[src/lapm_cfg.svh]
`ifndef LAPM_CFG_SVH
`define LAPM_CFG_SVH

// ----------------------------------------
// register indices (byte address = 4 * index)
// ----------------------------------------
`define LAPM_IDX_MODE 10'h00B
`define LAPM_IDX_DIRECT 10'h011
`define LAPM_IDX_PROGRAM_PAGE_SELECT 10'h015
`define LAPM_IDX_DBGPAGE 10'h016
`define LAPM_IDX_CTRL 10'h017

// ----------------------------------------
// field positions
// ----------------------------------------
`define LAPM_MODE_BIT 7
`define LAPM_CTRL_DBGPAGE_EN_BIT 0

// ----------------------------------------
// reset values
// ----------------------------------------
`define LAPM_RST_DIRECT 8'h00
`define LAPM_RST_PROGRAM_PAGE_SELECT 4'hE
`define LAPM_RST_DBGPAGE 4'h0

// ----------------------------------------
// fixed page numbers and overlay windows
// ----------------------------------------
`define LAPM_PAGE_FIX_LOW 8'h0C
`define LAPM_PAGE_FIX_MID 8'h0D
`define LAPM_PAGE_FIX_TOP 8'h0F
`define LAPM_OVL_TOP_HI 8'hFF
`define LAPM_OVL_WIN_HI 8'hBF
`define LAPM_OVL_WIN_PAGE 8'h0F

`endif

[src/lapm_pkg.sv]
package lapm_pkg;

    typedef logic [15:0] lapm_laddr_t;
    typedef logic [17:0] lapm_gaddr_t;
    typedef logic [3:0] lapm_page_t;
    typedef logic [7:0] lapm_byte_t;

endpackage

[src/lapm_map_if.sv]
`timescale 1ns/1ps

interface lapm_map_if;
    lapm_pkg::lapm_laddr_t local_addr;
    lapm_pkg::lapm_page_t page_idx;
    lapm_pkg::lapm_page_t program_page;
    logic debug_view;
    lapm_pkg::lapm_gaddr_t global_addr;
    logic ovl_hit;
    logic res_sel;

    modport master (
        output local_addr,
        output page_idx,
        output program_page,
        output debug_view,
        input global_addr,
        input ovl_hit,
        input res_sel
    );

    modport xlate (
        input local_addr,
        input page_idx,
        input program_page,
        input debug_view,
        output global_addr,
        output ovl_hit,
        output res_sel
    );
endinterface

[src/lapm_xlate.sv]
`timescale 1ns/1ps
`include "lapm_cfg.svh"

module lapm_xlate (
    lapm_map_if.xlate m
);

    localparam logic [7:0] page_low = `LAPM_PAGE_FIX_LOW;
    localparam logic [7:0] page_mid = `LAPM_PAGE_FIX_MID;
    localparam logic [7:0] page_top = `LAPM_PAGE_FIX_TOP;
    localparam logic [7:0] ovl_top = `LAPM_OVL_TOP_HI;
    localparam logic [7:0] ovl_win = `LAPM_OVL_WIN_HI;
    localparam logic [7:0] ovl_page = `LAPM_OVL_WIN_PAGE;

    logic in_top;
    logic in_win;

    // ----------------------------------------
    // local to global expansion
    // ----------------------------------------
    always_comb begin
        case (m.local_addr[15:14])
            2'b00: m.global_addr = {page_low[3:0], m.local_addr[13:0]};
            2'b01: m.global_addr = {page_mid[3:0], m.local_addr[13:0]};
            2'b10: m.global_addr = {m.page_idx, m.local_addr[13:0]};
            2'b11: m.global_addr = {page_top[3:0], m.local_addr[13:0]};
            default: m.global_addr = {page_top[3:0], m.local_addr[13:0]};
        endcase
    end

    // ----------------------------------------
    // debug overlay
    // ----------------------------------------
    always_comb begin
        in_top = (m.local_addr[15:8] == ovl_top);
        in_win = (m.local_addr[15:8] == ovl_win) && (m.program_page == ovl_page[3:0]);
        m.ovl_hit = m.debug_view && (in_top || in_win);
        m.res_sel = !m.ovl_hit;
    end

endmodule // lapm_xlate

[src/lapm_mode.sv]
`timescale 1ns/1ps

module lapm_mode (
    input wire logic clk,
    input wire logic arst_n,
    input wire logic mode_select_pin,
    input wire logic debug_active,
    output logic normal_single_chip,
    output logic debug_req
);

    logic captured;

    // ----------------------------------------
    // mode strap capture at reset release
    // ----------------------------------------
    always_ff @(posedge clk or negedge arst_n) begin
        if (!arst_n) begin
            captured <= 1'b0;
            normal_single_chip <= 1'b1;
        end else if (!captured) begin
            captured <= 1'b1;
            normal_single_chip <= mode_select_pin;
        end
    end

    // ----------------------------------------
    // special mode holds the core in debug
    // ----------------------------------------
    always_ff @(posedge clk or negedge arst_n) begin
        if (!arst_n) begin
            debug_req <= 1'b0;
        end else begin
            debug_req <= captured && !normal_single_chip && !debug_active;
        end
    end

endmodule // lapm_mode

[src/lapm_top.sv]
`timescale 1ns/1ps
`include "lapm_cfg.svh"

// Overview of operation
// - direct page readable always; writable freely in special, once in normal mode
// - direct-mode CPU accesses take direct page bits as local address bits 15:8
// - direct page placement applies to both global and local mapping
// - four page index bits select the 16KB block seen at 0x8000-0xBFFF
// - CPU call/return page updates take effect at the next clock edge
// - local 0x0000-0x3FFF maps to fixed page 0x0C
// - local 0x4000-0x7FFF maps to fixed page 0x0D
// - local 0xC000-0xFFFF maps to fixed page 0x0F
// - program page select resets to 0x0E for linear flash
// - debug tables hidden except in debug mode or debug read/write cycles
// - active debug shows debug tables at local 0xFF00-0xFFFF
// - resources sharing debug overlay addresses are deselected while overlay shows
// - in debug with page 0x0F, debug tables also appear at 0xBF00-0xBFFF
// - debug page select has four bits and the same expansion scheme
// - debug page select used only when enabled, for firmware or hardware commands
// - both page registers readable and writable by the debug module
// - local 0xC000-0xFFFF stays unpaged
// - normal single-chip mode has no external bus
// - special mode keeps the core in active debug awaiting commands
// - mode pin captured at reset release selects normal or special mode
module lapm_top (
    input wire logic CORE_CLK,
    input wire logic ARST_N,
    input wire logic PSEL,
    input wire logic PENABLE,
    input wire logic PWRITE,
    input wire logic [11:0] PADDR,
    input wire logic [31:0] PWDATA,
    output logic [31:0] PRDATA,
    output logic PREADY,
    output logic PSLVERR,
    input wire logic [15:0] CPU_ADDR,
    input wire logic CPU_DIRECT,
    input wire logic CPU_PAGE_WE,
    input wire logic [7:0] CPU_PAGE_WDATA,
    input wire logic CPU_FW_CMD,
    input wire logic [15:0] DBG_ADDR,
    input wire logic DBG_HW_CMD,
    input wire logic DEBUG_READ_CYCLE,
    input wire logic DEBUG_WRITE_CYCLE,
    input wire logic BACKGROUND_DEBUG_ACTIVE,
    input wire logic MODE_SELECT_PIN,
    output logic [17:0] CPU_GADDR,
    output logic CPU_OVL_SEL,
    output logic CPU_RES_SEL,
    output logic [17:0] DBG_GADDR,
    output logic DBG_OVL_SEL,
    output logic DBG_RES_SEL,
    output logic NORMAL_SINGLE_CHIP,
    output logic BACKGROUND_DEBUG_REQ,
    output logic EXT_BUS_EN
);

    // ----------------------------------------
    // declarations
    // ----------------------------------------
    localparam logic [9:0] idx_mode = `LAPM_IDX_MODE;
    localparam logic [9:0] idx_direct = `LAPM_IDX_DIRECT;
    localparam logic [9:0] idx_program_page_select = `LAPM_IDX_PROGRAM_PAGE_SELECT;
    localparam logic [9:0] idx_dbgpage = `LAPM_IDX_DBGPAGE;
    localparam logic [9:0] idx_ctrl = `LAPM_IDX_CTRL;

    lapm_pkg::lapm_byte_t direct_page_base;
    logic direct_written;
    lapm_pkg::lapm_page_t program_page_select;
    lapm_pkg::lapm_page_t debug_page_select;
    logic debug_page_enable;

    logic normal_single_chip;
    logic debug_req;

    logic [9:0] reg_idx;
    logic addr_ok;
    logic apb_setup;
    logic apb_write;
    logic [31:0] next_prdata;
    logic next_pslverr;

    logic debug_view;
    lapm_pkg::lapm_laddr_t cpu_local;
    lapm_pkg::lapm_page_t cpu_page;
    lapm_pkg::lapm_page_t dbg_page;

    lapm_map_if cpu_map ();
    lapm_map_if dbg_map ();

    // ----------------------------------------
    // operating mode
    // ----------------------------------------
    lapm_mode u_mode (
        .clk(CORE_CLK),
        .arst_n(ARST_N),
        .mode_select_pin(MODE_SELECT_PIN),
        .debug_active(BACKGROUND_DEBUG_ACTIVE),
        .normal_single_chip(normal_single_chip),
        .debug_req(debug_req)
    );

    // ----------------------------------------
    // apb decode
    // ----------------------------------------
    always_comb begin
        reg_idx = PADDR[11:2];
        addr_ok = (PADDR[1:0] == 2'b00) &&
                  ((reg_idx == idx_mode) || (reg_idx == idx_direct) ||
                   (reg_idx == idx_program_page_select) || (reg_idx == idx_dbgpage) ||
                   (reg_idx == idx_ctrl));
        apb_setup = PSEL && !PENABLE;
        apb_write = PSEL && PENABLE && PREADY && PWRITE && addr_ok;
    end

    // ----------------------------------------
    // apb read data
    // ----------------------------------------
    always_comb begin
        next_prdata = 32'h00000000;
        next_pslverr = !addr_ok;
        if (reg_idx == idx_mode) begin
            next_prdata[`LAPM_MODE_BIT] = normal_single_chip;
        end else if (reg_idx == idx_direct) begin
            next_prdata[7:0] = direct_page_base;
        end else if (reg_idx == idx_program_page_select) begin
            next_prdata[3:0] = program_page_select;
        end else if (reg_idx == idx_dbgpage) begin
            next_prdata[3:0] = debug_page_select;
        end else if (reg_idx == idx_ctrl) begin
            next_prdata[`LAPM_CTRL_DBGPAGE_EN_BIT] = debug_page_enable;
        end
    end

    // ----------------------------------------
    // apb response, one access cycle
    // ----------------------------------------
    always_ff @(posedge CORE_CLK or negedge ARST_N) begin
        if (!ARST_N) begin
            PREADY <= 1'b0;
            PSLVERR <= 1'b0;
            PRDATA <= 32'h00000000;
        end else begin
            PREADY <= apb_setup;
            if (apb_setup) begin
                PSLVERR <= next_pslverr;
                PRDATA <= PWRITE ? 32'h00000000 : next_prdata;
            end else begin
                PSLVERR <= 1'b0;
                PRDATA <= 32'h00000000;
            end
        end
    end

    // ----------------------------------------
    // direct page register
    // ----------------------------------------
    always_ff @(posedge CORE_CLK or negedge ARST_N) begin
        if (!ARST_N) begin
            direct_page_base <= `LAPM_RST_DIRECT;
            direct_written <= 1'b0;
        end else if (apb_write && (reg_idx == idx_direct)) begin
            if (!normal_single_chip || !direct_written) begin
                direct_page_base <= PWDATA[7:0];
                direct_written <= 1'b1;
            end
        end
    end

    // ----------------------------------------
    // program page select
    // ----------------------------------------
    always_ff @(posedge CORE_CLK or negedge ARST_N) begin
        if (!ARST_N) begin
            program_page_select <= `LAPM_RST_PROGRAM_PAGE_SELECT;
        end else if (CPU_PAGE_WE) begin
            program_page_select <= CPU_PAGE_WDATA[3:0];
        end else if (apb_write && (reg_idx == idx_program_page_select)) begin
            program_page_select <= PWDATA[3:0];
        end
    end

    // ----------------------------------------
    // debug page select and its enable
    // ----------------------------------------
    always_ff @(posedge CORE_CLK or negedge ARST_N) begin
        if (!ARST_N) begin
            debug_page_select <= `LAPM_RST_DBGPAGE;
        end else if (apb_write && (reg_idx == idx_dbgpage)) begin
            debug_page_select <= PWDATA[3:0];
        end
    end

    always_ff @(posedge CORE_CLK or negedge ARST_N) begin
        if (!ARST_N) begin
            debug_page_enable <= 1'b0;
        end else if (apb_write && (reg_idx == idx_ctrl)) begin
            debug_page_enable <= PWDATA[`LAPM_CTRL_DBGPAGE_EN_BIT];
        end
    end

    // ----------------------------------------
    // master address preparation
    // ----------------------------------------
    always_comb begin
        debug_view = BACKGROUND_DEBUG_ACTIVE || DEBUG_READ_CYCLE || DEBUG_WRITE_CYCLE;
        cpu_local = CPU_DIRECT ? {direct_page_base, CPU_ADDR[7:0]} : CPU_ADDR;
        cpu_page = (debug_page_enable && CPU_FW_CMD) ? debug_page_select : program_page_select;
        dbg_page = (debug_page_enable && DBG_HW_CMD) ? debug_page_select : program_page_select;
    end

    assign cpu_map.local_addr = cpu_local;
    assign cpu_map.page_idx = cpu_page;
    assign cpu_map.program_page = program_page_select;
    assign cpu_map.debug_view = debug_view;

    assign dbg_map.local_addr = DBG_ADDR;
    assign dbg_map.page_idx = dbg_page;
    assign dbg_map.program_page = program_page_select;
    assign dbg_map.debug_view = debug_view;

    // ----------------------------------------
    // expansion units
    // ----------------------------------------
    lapm_xlate u_cpu_xlate (
        .m(cpu_map.xlate)
    );

    lapm_xlate u_dbg_xlate (
        .m(dbg_map.xlate)
    );

    // ----------------------------------------
    // registered map outputs
    // ----------------------------------------
    always_ff @(posedge CORE_CLK or negedge ARST_N) begin
        if (!ARST_N) begin
            CPU_GADDR <= 18'h00000;
            CPU_OVL_SEL <= 1'b0;
            CPU_RES_SEL <= 1'b0;
        end else begin
            CPU_GADDR <= cpu_map.global_addr;
            CPU_OVL_SEL <= cpu_map.ovl_hit;
            CPU_RES_SEL <= cpu_map.res_sel;
        end
    end

    always_ff @(posedge CORE_CLK or negedge ARST_N) begin
        if (!ARST_N) begin
            DBG_GADDR <= 18'h00000;
            DBG_OVL_SEL <= 1'b0;
            DBG_RES_SEL <= 1'b0;
        end else begin
            DBG_GADDR <= dbg_map.global_addr;
            DBG_OVL_SEL <= dbg_map.ovl_hit;
            DBG_RES_SEL <= dbg_map.res_sel;
        end
    end

    // ----------------------------------------
    // mode outputs
    // ----------------------------------------
    always_ff @(posedge CORE_CLK or negedge ARST_N) begin
        if (!ARST_N) begin
            NORMAL_SINGLE_CHIP <= 1'b1;
            BACKGROUND_DEBUG_REQ <= 1'b0;
            EXT_BUS_EN <= 1'b0;
        end else begin
            NORMAL_SINGLE_CHIP <= normal_single_chip;
            BACKGROUND_DEBUG_REQ <= debug_req;
            EXT_BUS_EN <= 1'b0;
        end
    end

endmodule // lapm_top

[config.mk]
export PLATFORM = sky130hd
export DESIGN_NAME = lapm_top
export DESIGN_NICKNAME = d
export VERILOG_FILES = /design/src/lapm_pkg.sv /design/src/lapm_map_if.sv /design/src/lapm_xlate.sv /design/src/lapm_mode.sv /design/src/lapm_top.sv
export VERILOG_INCLUDE_DIRS = /design/src
export SDC_FILE = /design/constraint.sdc
export NUM_CORES = 1
export LEC_CHECK = 0
export BUFFER_PORTS_ARGS = -buffer_cell sky130_fd_sc_hd__buf_2
export CELL_PAD_IN_SITES_DETAIL_PLACEMENT = 1
export CELL_PAD_IN_SITES_GLOBAL_PLACEMENT = 1
export CORE_ASPECT_RATIO = 0.5
export CORE_UTILIZATION = 36
export CTS_CLUSTER_DIAMETER = 30
export DETAILED_ROUTE_END_ITERATION = 8
export GPL_ROUTABILITY_DRIVEN = 0
export GPL_TIMING_DRIVEN = 0
export PLACE_DENSITY = 0.91
export SYNTH_ARGS = -nofsm -noshare
export SYNTH_HDL_FRONTEND = slang
export SYNTH_HIERARCHICAL = 1
export SYNTH_SLANG_ARGS = --single-unit
[constraint.sdc]
create_clock -name CORE_CLK -period 4 [get_ports CORE_CLK]
set_clock_uncertainty 0.1 [all_clocks]
set_input_delay 0 -clock CORE_CLK [delete_from_list [all_inputs] [get_ports CORE_CLK]]
set_output_delay 0 -clock CORE_CLK [all_outputs]
set_load 0.05 [all_outputs]
==> impl_metrics.yaml, run 1 <==
setup_path:
  cp-end-kind: "register"
  cp_slowest_cell: "or4b_4"
  crit_path_start_kind: "input port"
  regToRegEndpoint: "debug_page_select[3]$_DFFE_PN0P_"
  critPathKind: "in -> reg"
  worst-path-max-fanout: 4
  crit_family: "buffers and inverters"
  r2r_cells: 4
  crit_required_ps: 4160
  arrival_ps: 2720
  timing.critical_path.buf_inv: 3
  ff2ff_setup_slack_ps: 1720
  crit_path_max_incr_delay_ps: 600
  crit_chain: "dlygate4sd3_1 > buf_2 > or4b_4 > nor4_4 > mux2i_1 > o21ai_0 > dlygate4sd3_1"
  r2r_start: "PREADY$_DFF_PN0_"
  crit_top_cell: "dlygate4sd3_1"
grt:
  grt_overflow: 0
  grt_start_max_net_pins: 74
  grt_pass1_wl_mm: 18.5
  track_usage_pct: 27.1
  grt_pass1_vias: 3165
  antenna_found_initial: 0
routing:
  dr_wl_met3_um: 719
  highest-signal-layer: "met4"
  vias: 2804
  routed_via_density: 4.92
  detail-route-antenna-nets: 0
  first_pass_iters: 4
  m1WireLength_mm: 4.63
  wl_mm: 11.8
  wl_per_cell_um: 20.7
  drtIter0Drc: 197
  route.detailed.drc: 0
  wl_met2_mm: 5.84
placed_design:
  dp.final_hpwl_mm: 6.32
  dp_cells: 487
  preCtsSetupSlack_ps: 1860
  port_buffers: 103
yosys:
  syn-instance-count: 243
  synth_xor_area_share_pct: 0
  synth_top_family_by_area: "buffers and inverters"
  yosys.area_share.simple_pct: 12.0
  synth_compound_area_share_pct: 6.39
  ys_types: 44
  synthAdderAreaFrac_pct: 0
  yosysWarnings: 6
  ys_async_sr_fraction_pct: 100
  avgSynthCellArea_um2: 13.3
  synth_edf_count: 0
  synth_area_um2: 3230
  ys.flop_type: "dfrtp_1"
  ys_seq_area_share_pct: 56.7
  muxShareOfSynthArea_pct: 12.2
  ys_ff_latch: 73
clock_network:
  clock-root-buffer: "clkbuf_16"
  tritoncts: "built"
  cts.sinks: 73
  post_cts_buffers: 0
  clk_pin_slew_ps: 60
  htreeDepth: 3
  cts-resized-gates: 0
  insertion_delay_ps: 340
  cts.path.max_buffers: 2
  numCtsBuffers: 9
  hold_buffers: 67
sta:
  rsz0062_at_grt: "no"
  fin_crit_sh_pct: 64.1
  tightest_slew_ps: 922
  fin_tns_setup_ps: 0
  finalSetupViolCount: 0
  max_clock_freq_mhz: 390
  relSlewSlack_pct: 38.5
  hold_viol_final: 0
  drv_slew: 0
  fin_crit_ps: 2560
  setup_ws_ps: 1440
power:
  fin_total_pwr_mw: 2.08
  p_per_area_nw_per_um2: 416
  ir_drop_v: 0.000267
  p_leak_nw: 2.49
final_layout:
  syn_to_final_growth_pct: 54.8
  nNetsFinal: 545
  n_fill_cell: 938
  drive_gt1_share_pct: 48.1
  antenna_cells: 0
  final_cells: 570
floorplan:
  rows: 24
  start_util_pct: 37.1
  die_w_um: 136
  core-area_um2: 8710
  dieHeight_um: 69.0
  io_pins: 174
  fp.dieArea_um2: 9390
hold_path:
  whs_path_depth: 3
  hold_path.class: "in -> reg"
  whs_endpoint: "PSLVERR$_DFF_PN0_"
  min_from: "PADDR[2]"
outcome:
  status: "complete, no violations"
flow_run:
  drv_cap: 0
==> through the flow <==
step | util [%] | hold WS, ps | cell area, µm²
after floorplan | - | -396 | 3320
after global placement | 45.8 | 8.97 | 3990
after detailed placement | 45.8 | 10.3 | 3990
after CTS | 57.5 | 17.3 | 5000
after global routing | 57.5 | 64.0 | 5000
final | 57.5 | 69.9 | 5000
==> cells in the final DEF, fill, tap and decap left out, drive strengths merged, types with 5 or more instances in the layout <==
| master | n |
|---|---|
| buf | 156 |
| dfrtp | 68 |
| dlygate4sd3 | 67 |
| mux2 | 31 |
| conb | 26 |
| clkbuf | 12 |
| nor2 | 6 |
| nor3 | 6 |
| nand2 | 6 |
| dfstp | 5 |
| nand4 | 5 |
==> metal layers <==
| metal | track usage [%] | vias to the layer above |
|---|---|---|
| met4 | 17.5 | 0 |
| met2 | 45.0 | 154 |
| met5 | 0 | - |
| met3 | 7.87 | 55 |
| li1 | - | 1201 |
| met1 | 30.3 | 1394 |
==> area by class of cell <==
cell class	instances	area, µm²	area share [%]
Clock inverter	5	103	2.05
Multi-Input combinational cell	139	1080	21.7
Inverter	1	3.75	0.0750
Clock buffer	11	243	4.85
Sequential cell	73	1830	36.6
Buffer	54	402	8.03
Tap cell	117	146	2.93
Timing Repair Buffer	170	1190	23.8
==> cells by family after synthesis <==
family / count (synthesis)
multiplexers: 35
AND/OR/NAND/NOR: 54
AO/OA/AOI/OAI: 24
flip-flops: 73
other: 2
buffers and inverters: 55
==> cells in the mapped netlist (all sizes together) (3+ instances only) <==
library cell / count / share of area (%)
or3: 3 / 0.58
nand2: 6 / 0.70
mux2i: 4 / 1.2
buf: 53 / 12
or3b: 4 / 1.1
o21ai: 4 / 0.62
and3: 3 / 0.58
a22o: 3 / 0.81
a22oi: 3 / 0.70
nor3: 6 / 0.93
mux2: 31 / 11
dfrtp: 68 / 53
nor2: 6 / 0.70
or4b: 3 / 1.2
dfstp: 5 / 4.1
a21o: 3 / 0.77
nor2b: 3 / 0.58
and2: 4 / 0.81
nand4: 5 / 0.97
==> where the power goes <==
| group | switching (mW) | leakage (nW) | internal [mW] |
|---|---|---|---|
| sequential | 0.0180 | 0.904 | 0.770 |
| combinational | 0.224 | 1.42 | 0.136 |
| clock | 0.310 | 0.166 | 0.625 |
| total | 0.552 | 2.49 | 1.53 |
==> worst register-to-register path: stages (launching register included) <==
cell and delay (ps):
dfrtp_1 360, nand4_1 190, nor3_1 660, and4b_1 470, mux2_2 390
==> flip-flops by register name, indices dropped and copies added, names as in the netlist, 4 cells and up <==
signal,flops
cpu_map.program_page,4
PRDATA,8
DBG_GADDR,18
direct_page_base,8
debug_page_select,4
CPU_GADDR,18
==> worst max-delay path by stage <==
stage / startpoint / end / depth (start not counted)
2_1_floorplan: PREADY$_DFF_PN0_ / debug_page_select[0]$_DFFE_PN0P_ / 4
3_3_place_gp: PREADY$_DFF_PN0_ / debug_page_select[2]$_DFFE_PN0P_ / 4
3_5_place_dp: PREADY$_DFF_PN0_ / debug_page_select[3]$_DFFE_PN0P_ / 4
4_1_cts: PADDR[11] / cpu_map.program_page[0]$_DFFE_PN0P_ / 7
5_1_grt: PADDR[11] / cpu_map.program_page[1]$_DFFE_PN1P_ / 7
6_report: PADDR[11] / cpu_map.program_page[2]$_DFFE_PN1P_ / 7
Power figures use the tool's default switching activity.
==> run 2, diff against run 1 <==
--- a/config.mk
+++ b/config.mk
@@ -10,12 +10,12 @@
 export CELL_PAD_IN_SITES_DETAIL_PLACEMENT = 1
 export CELL_PAD_IN_SITES_GLOBAL_PLACEMENT = 1
 export CORE_ASPECT_RATIO = 0.5
-export CORE_UTILIZATION = 36
+export CORE_UTILIZATION = 34
 export CTS_CLUSTER_DIAMETER = 30
 export DETAILED_ROUTE_END_ITERATION = 8
 export GPL_ROUTABILITY_DRIVEN = 0
 export GPL_TIMING_DRIVEN = 0
-export PLACE_DENSITY = 0.91
+export PLACE_DENSITY = 0.87
 export SYNTH_ARGS = -nofsm -noshare
 export SYNTH_HDL_FRONTEND = slang
 export SYNTH_HIERARCHICAL = 1
==> constraint.sdc (replaced) <==
create_clock -name CORE_CLK -period 2.4 [get_ports CORE_CLK]
set_clock_uncertainty 0.1 [all_clocks]
set_input_delay 0 -clock CORE_CLK [delete_from_list [all_inputs] [get_ports CORE_CLK]]
set_output_delay 0 -clock CORE_CLK [all_outputs]
set_load 0.05 [all_outputs]
==> impl_metrics.yaml, run 2 (synthesized netlist as in run 1, its figures left out) <==
outcome:
  status: "complete, but fails checks"
  violations: "negative setup slack"
floorplan:
  rows: 24
  fp.dieArea_um2: 9930
  die_w_um: 140
  io_pins: 174
  dieHeight_um: 71.0
  start_util_pct: 36.1
  core-area_um2: 8950
sta:
  drv_slew: 0
  relSlewSlack_pct: 38.1
  hold_viol_final: 0
  tightest_slew_ps: 928
  finalSetupViolCount: 1
  fin_crit_sh_pct: 104
  fin_crit_ps: 2500
  max_clock_freq_mhz: 400
  setup_ws_ps: -102
clock_network:
  clock-root-buffer: "clkbuf_16"
  clk_pin_slew_ps: 60
  htreeDepth: 3
  insertion_delay_ps: 350
  numCtsBuffers: 9
  cts.sinks: 73
  cts.path.max_buffers: 2
  tritoncts: "built"
power:
  p_int_mw: 2.24
  p_seq_share_pct: 41.8
  p_leak_nw: 2.47
  p_clk_share_pct: 39.2
  p_switching_mw: 0.901
  combPwrFrac_pct: 19.0
  ir_drop_v: 0.000477
  fin_total_pwr_mw: 3.14
  switching_share_pct: 28.7
  p_per_area_nw_per_um2: 633
placed_design:
  port_buffers: 103
  dp.final_hpwl_mm: 6.13
  preCtsSetupSlack_ps: 333
  dp_cells: 487
setup_path:
  r2r_cells: 4
  arrival_ps: 2620
  cp-end-kind: "register"
  crit_required_ps: 2510
  worst-path-max-fanout: 4
  crit_path_start_kind: "input port"
  critPathKind: "in -> reg"
grt:
  track_usage_pct: 23.7
  grt_overflow: 0
  grt_pass1_wl_mm: 17.1
  antenna_found_initial: 0
  grt_start_max_net_pins: 74
  grt_pass1_vias: 3087
routing:
  wl_per_cell_um: 19.2
  route.detailed.drc: 0
  wl_mm: 11.0
  drtIter0Drc: 176
  routed_via_density: 4.74
  vias: 2709
  detail-route-antenna-nets: 0
  first_pass_iters: 4
hold_path:
  whs_path_depth: 3
  hold_path.class: "in -> reg"
final_layout:
  nNetsFinal: 546
  final_cells: 571
  layout_commonest_cell: "buf_2"
  syn_to_final_growth_pct: 53.3
  drive_gt1_share_pct: 48.7
  antenna_cells: 0
  top_regs: "CPU_GADDR (18), DBG_GADDR (18)"
  final_cell_mix: "102 x buf_2, 68 x dfrtp_1, 66 x dlygate4sd3_1"
flow_run:
  drv_cap: 0
[run 2: path summary, 6_finish.rpt]
path | start | endpoint | slack (ps)
max | PADDR[1] | cpu_map.program_page[0]$_DFFE_PN0P_ | -100
min | CPU_ADDR[15] | CPU_GADDR[14]$_DFF_PN0_ | 50
max reg2reg | PREADY$_DFF_PN0_ | debug_page_select[2]$_DFFE_PN0P_ | 170
min reg2reg | u_mode/debug_req$_DFF_PN0_ | BACKGROUND_DEBUG_REQ$_DFF_PN0_ | 250
max in group asynchronous | ARST_N | CPU_GADDR[6]$_DFF_PN0_ | 1330
min in group asynchronous | ARST_N | DBG_GADDR[14]$_DFF_PN0_ | 250
[run 2: area by class of cell]
class                           instances  area, µm²
Timing Repair Buffer                  171       1200
Multi-Input combinational cell        139       1100
Inverter                                1       3.75
Clock inverter                          3       17.5
Buffer                                 54        402
Sequential cell                        73       1830
Fill cell                             946       3990
Tap cell                              117        146
Clock buffer                           13        250
[run 2: power groups by stage]
stage / logic, mW / clock network [mW] / registers, mW
after floorplan: 0.213 / 0 / 1.46
after global routing: 0.629 / 1.30 / 1.32
after global placement: 0.479 / 0 / 1.33
final: 0.597 / 1.23 / 1.31
after CTS: 0.577 / 1.24 / 1.31
after detailed placement: 0.487 / 0 / 1.33
[run 2: critical path, stage by stage]
cell	delay [ps]
dlygate4sd3_1	570
buf_2	150
or4b_4	500
nor4_4	290
buf_6	180
mux2i_1	200
o21ai_1	110
dlygate4sd3_1	610
[run 2: metrics by stage]
step                instance area [µm²]  hold WS (ps)  TNS, ps  utilization (%)
finish                             4950          54.1     -102             55.4
global route                       4950          62.3     -175             55.4
CTS                                4920          23.7        0             54.9
detailed placement                 3990          10.7        0             44.6
global placement                   3990          9.35        0             44.5
floorplan                          3320          -396        0                -
[run 2: per-layer routing]
layer	part of all wire, %	up-vias	GRT usage (%)
met5	0	-	0
met4	5.1	0	15.6
met3	6.2	46	8.33
met2	51	135	41.7
met1	38	1330	24.6
li1	-	1198	-
[run 2: what timing repair did]
item / in CTS / in global routing
endpoints found under the hold margin: 128 / 1
endpoints found under the setup margin: 0 / 4
hold buffers: 66 / 1
buffers inserted: 0 / 2
resized for setup: 0 / 9
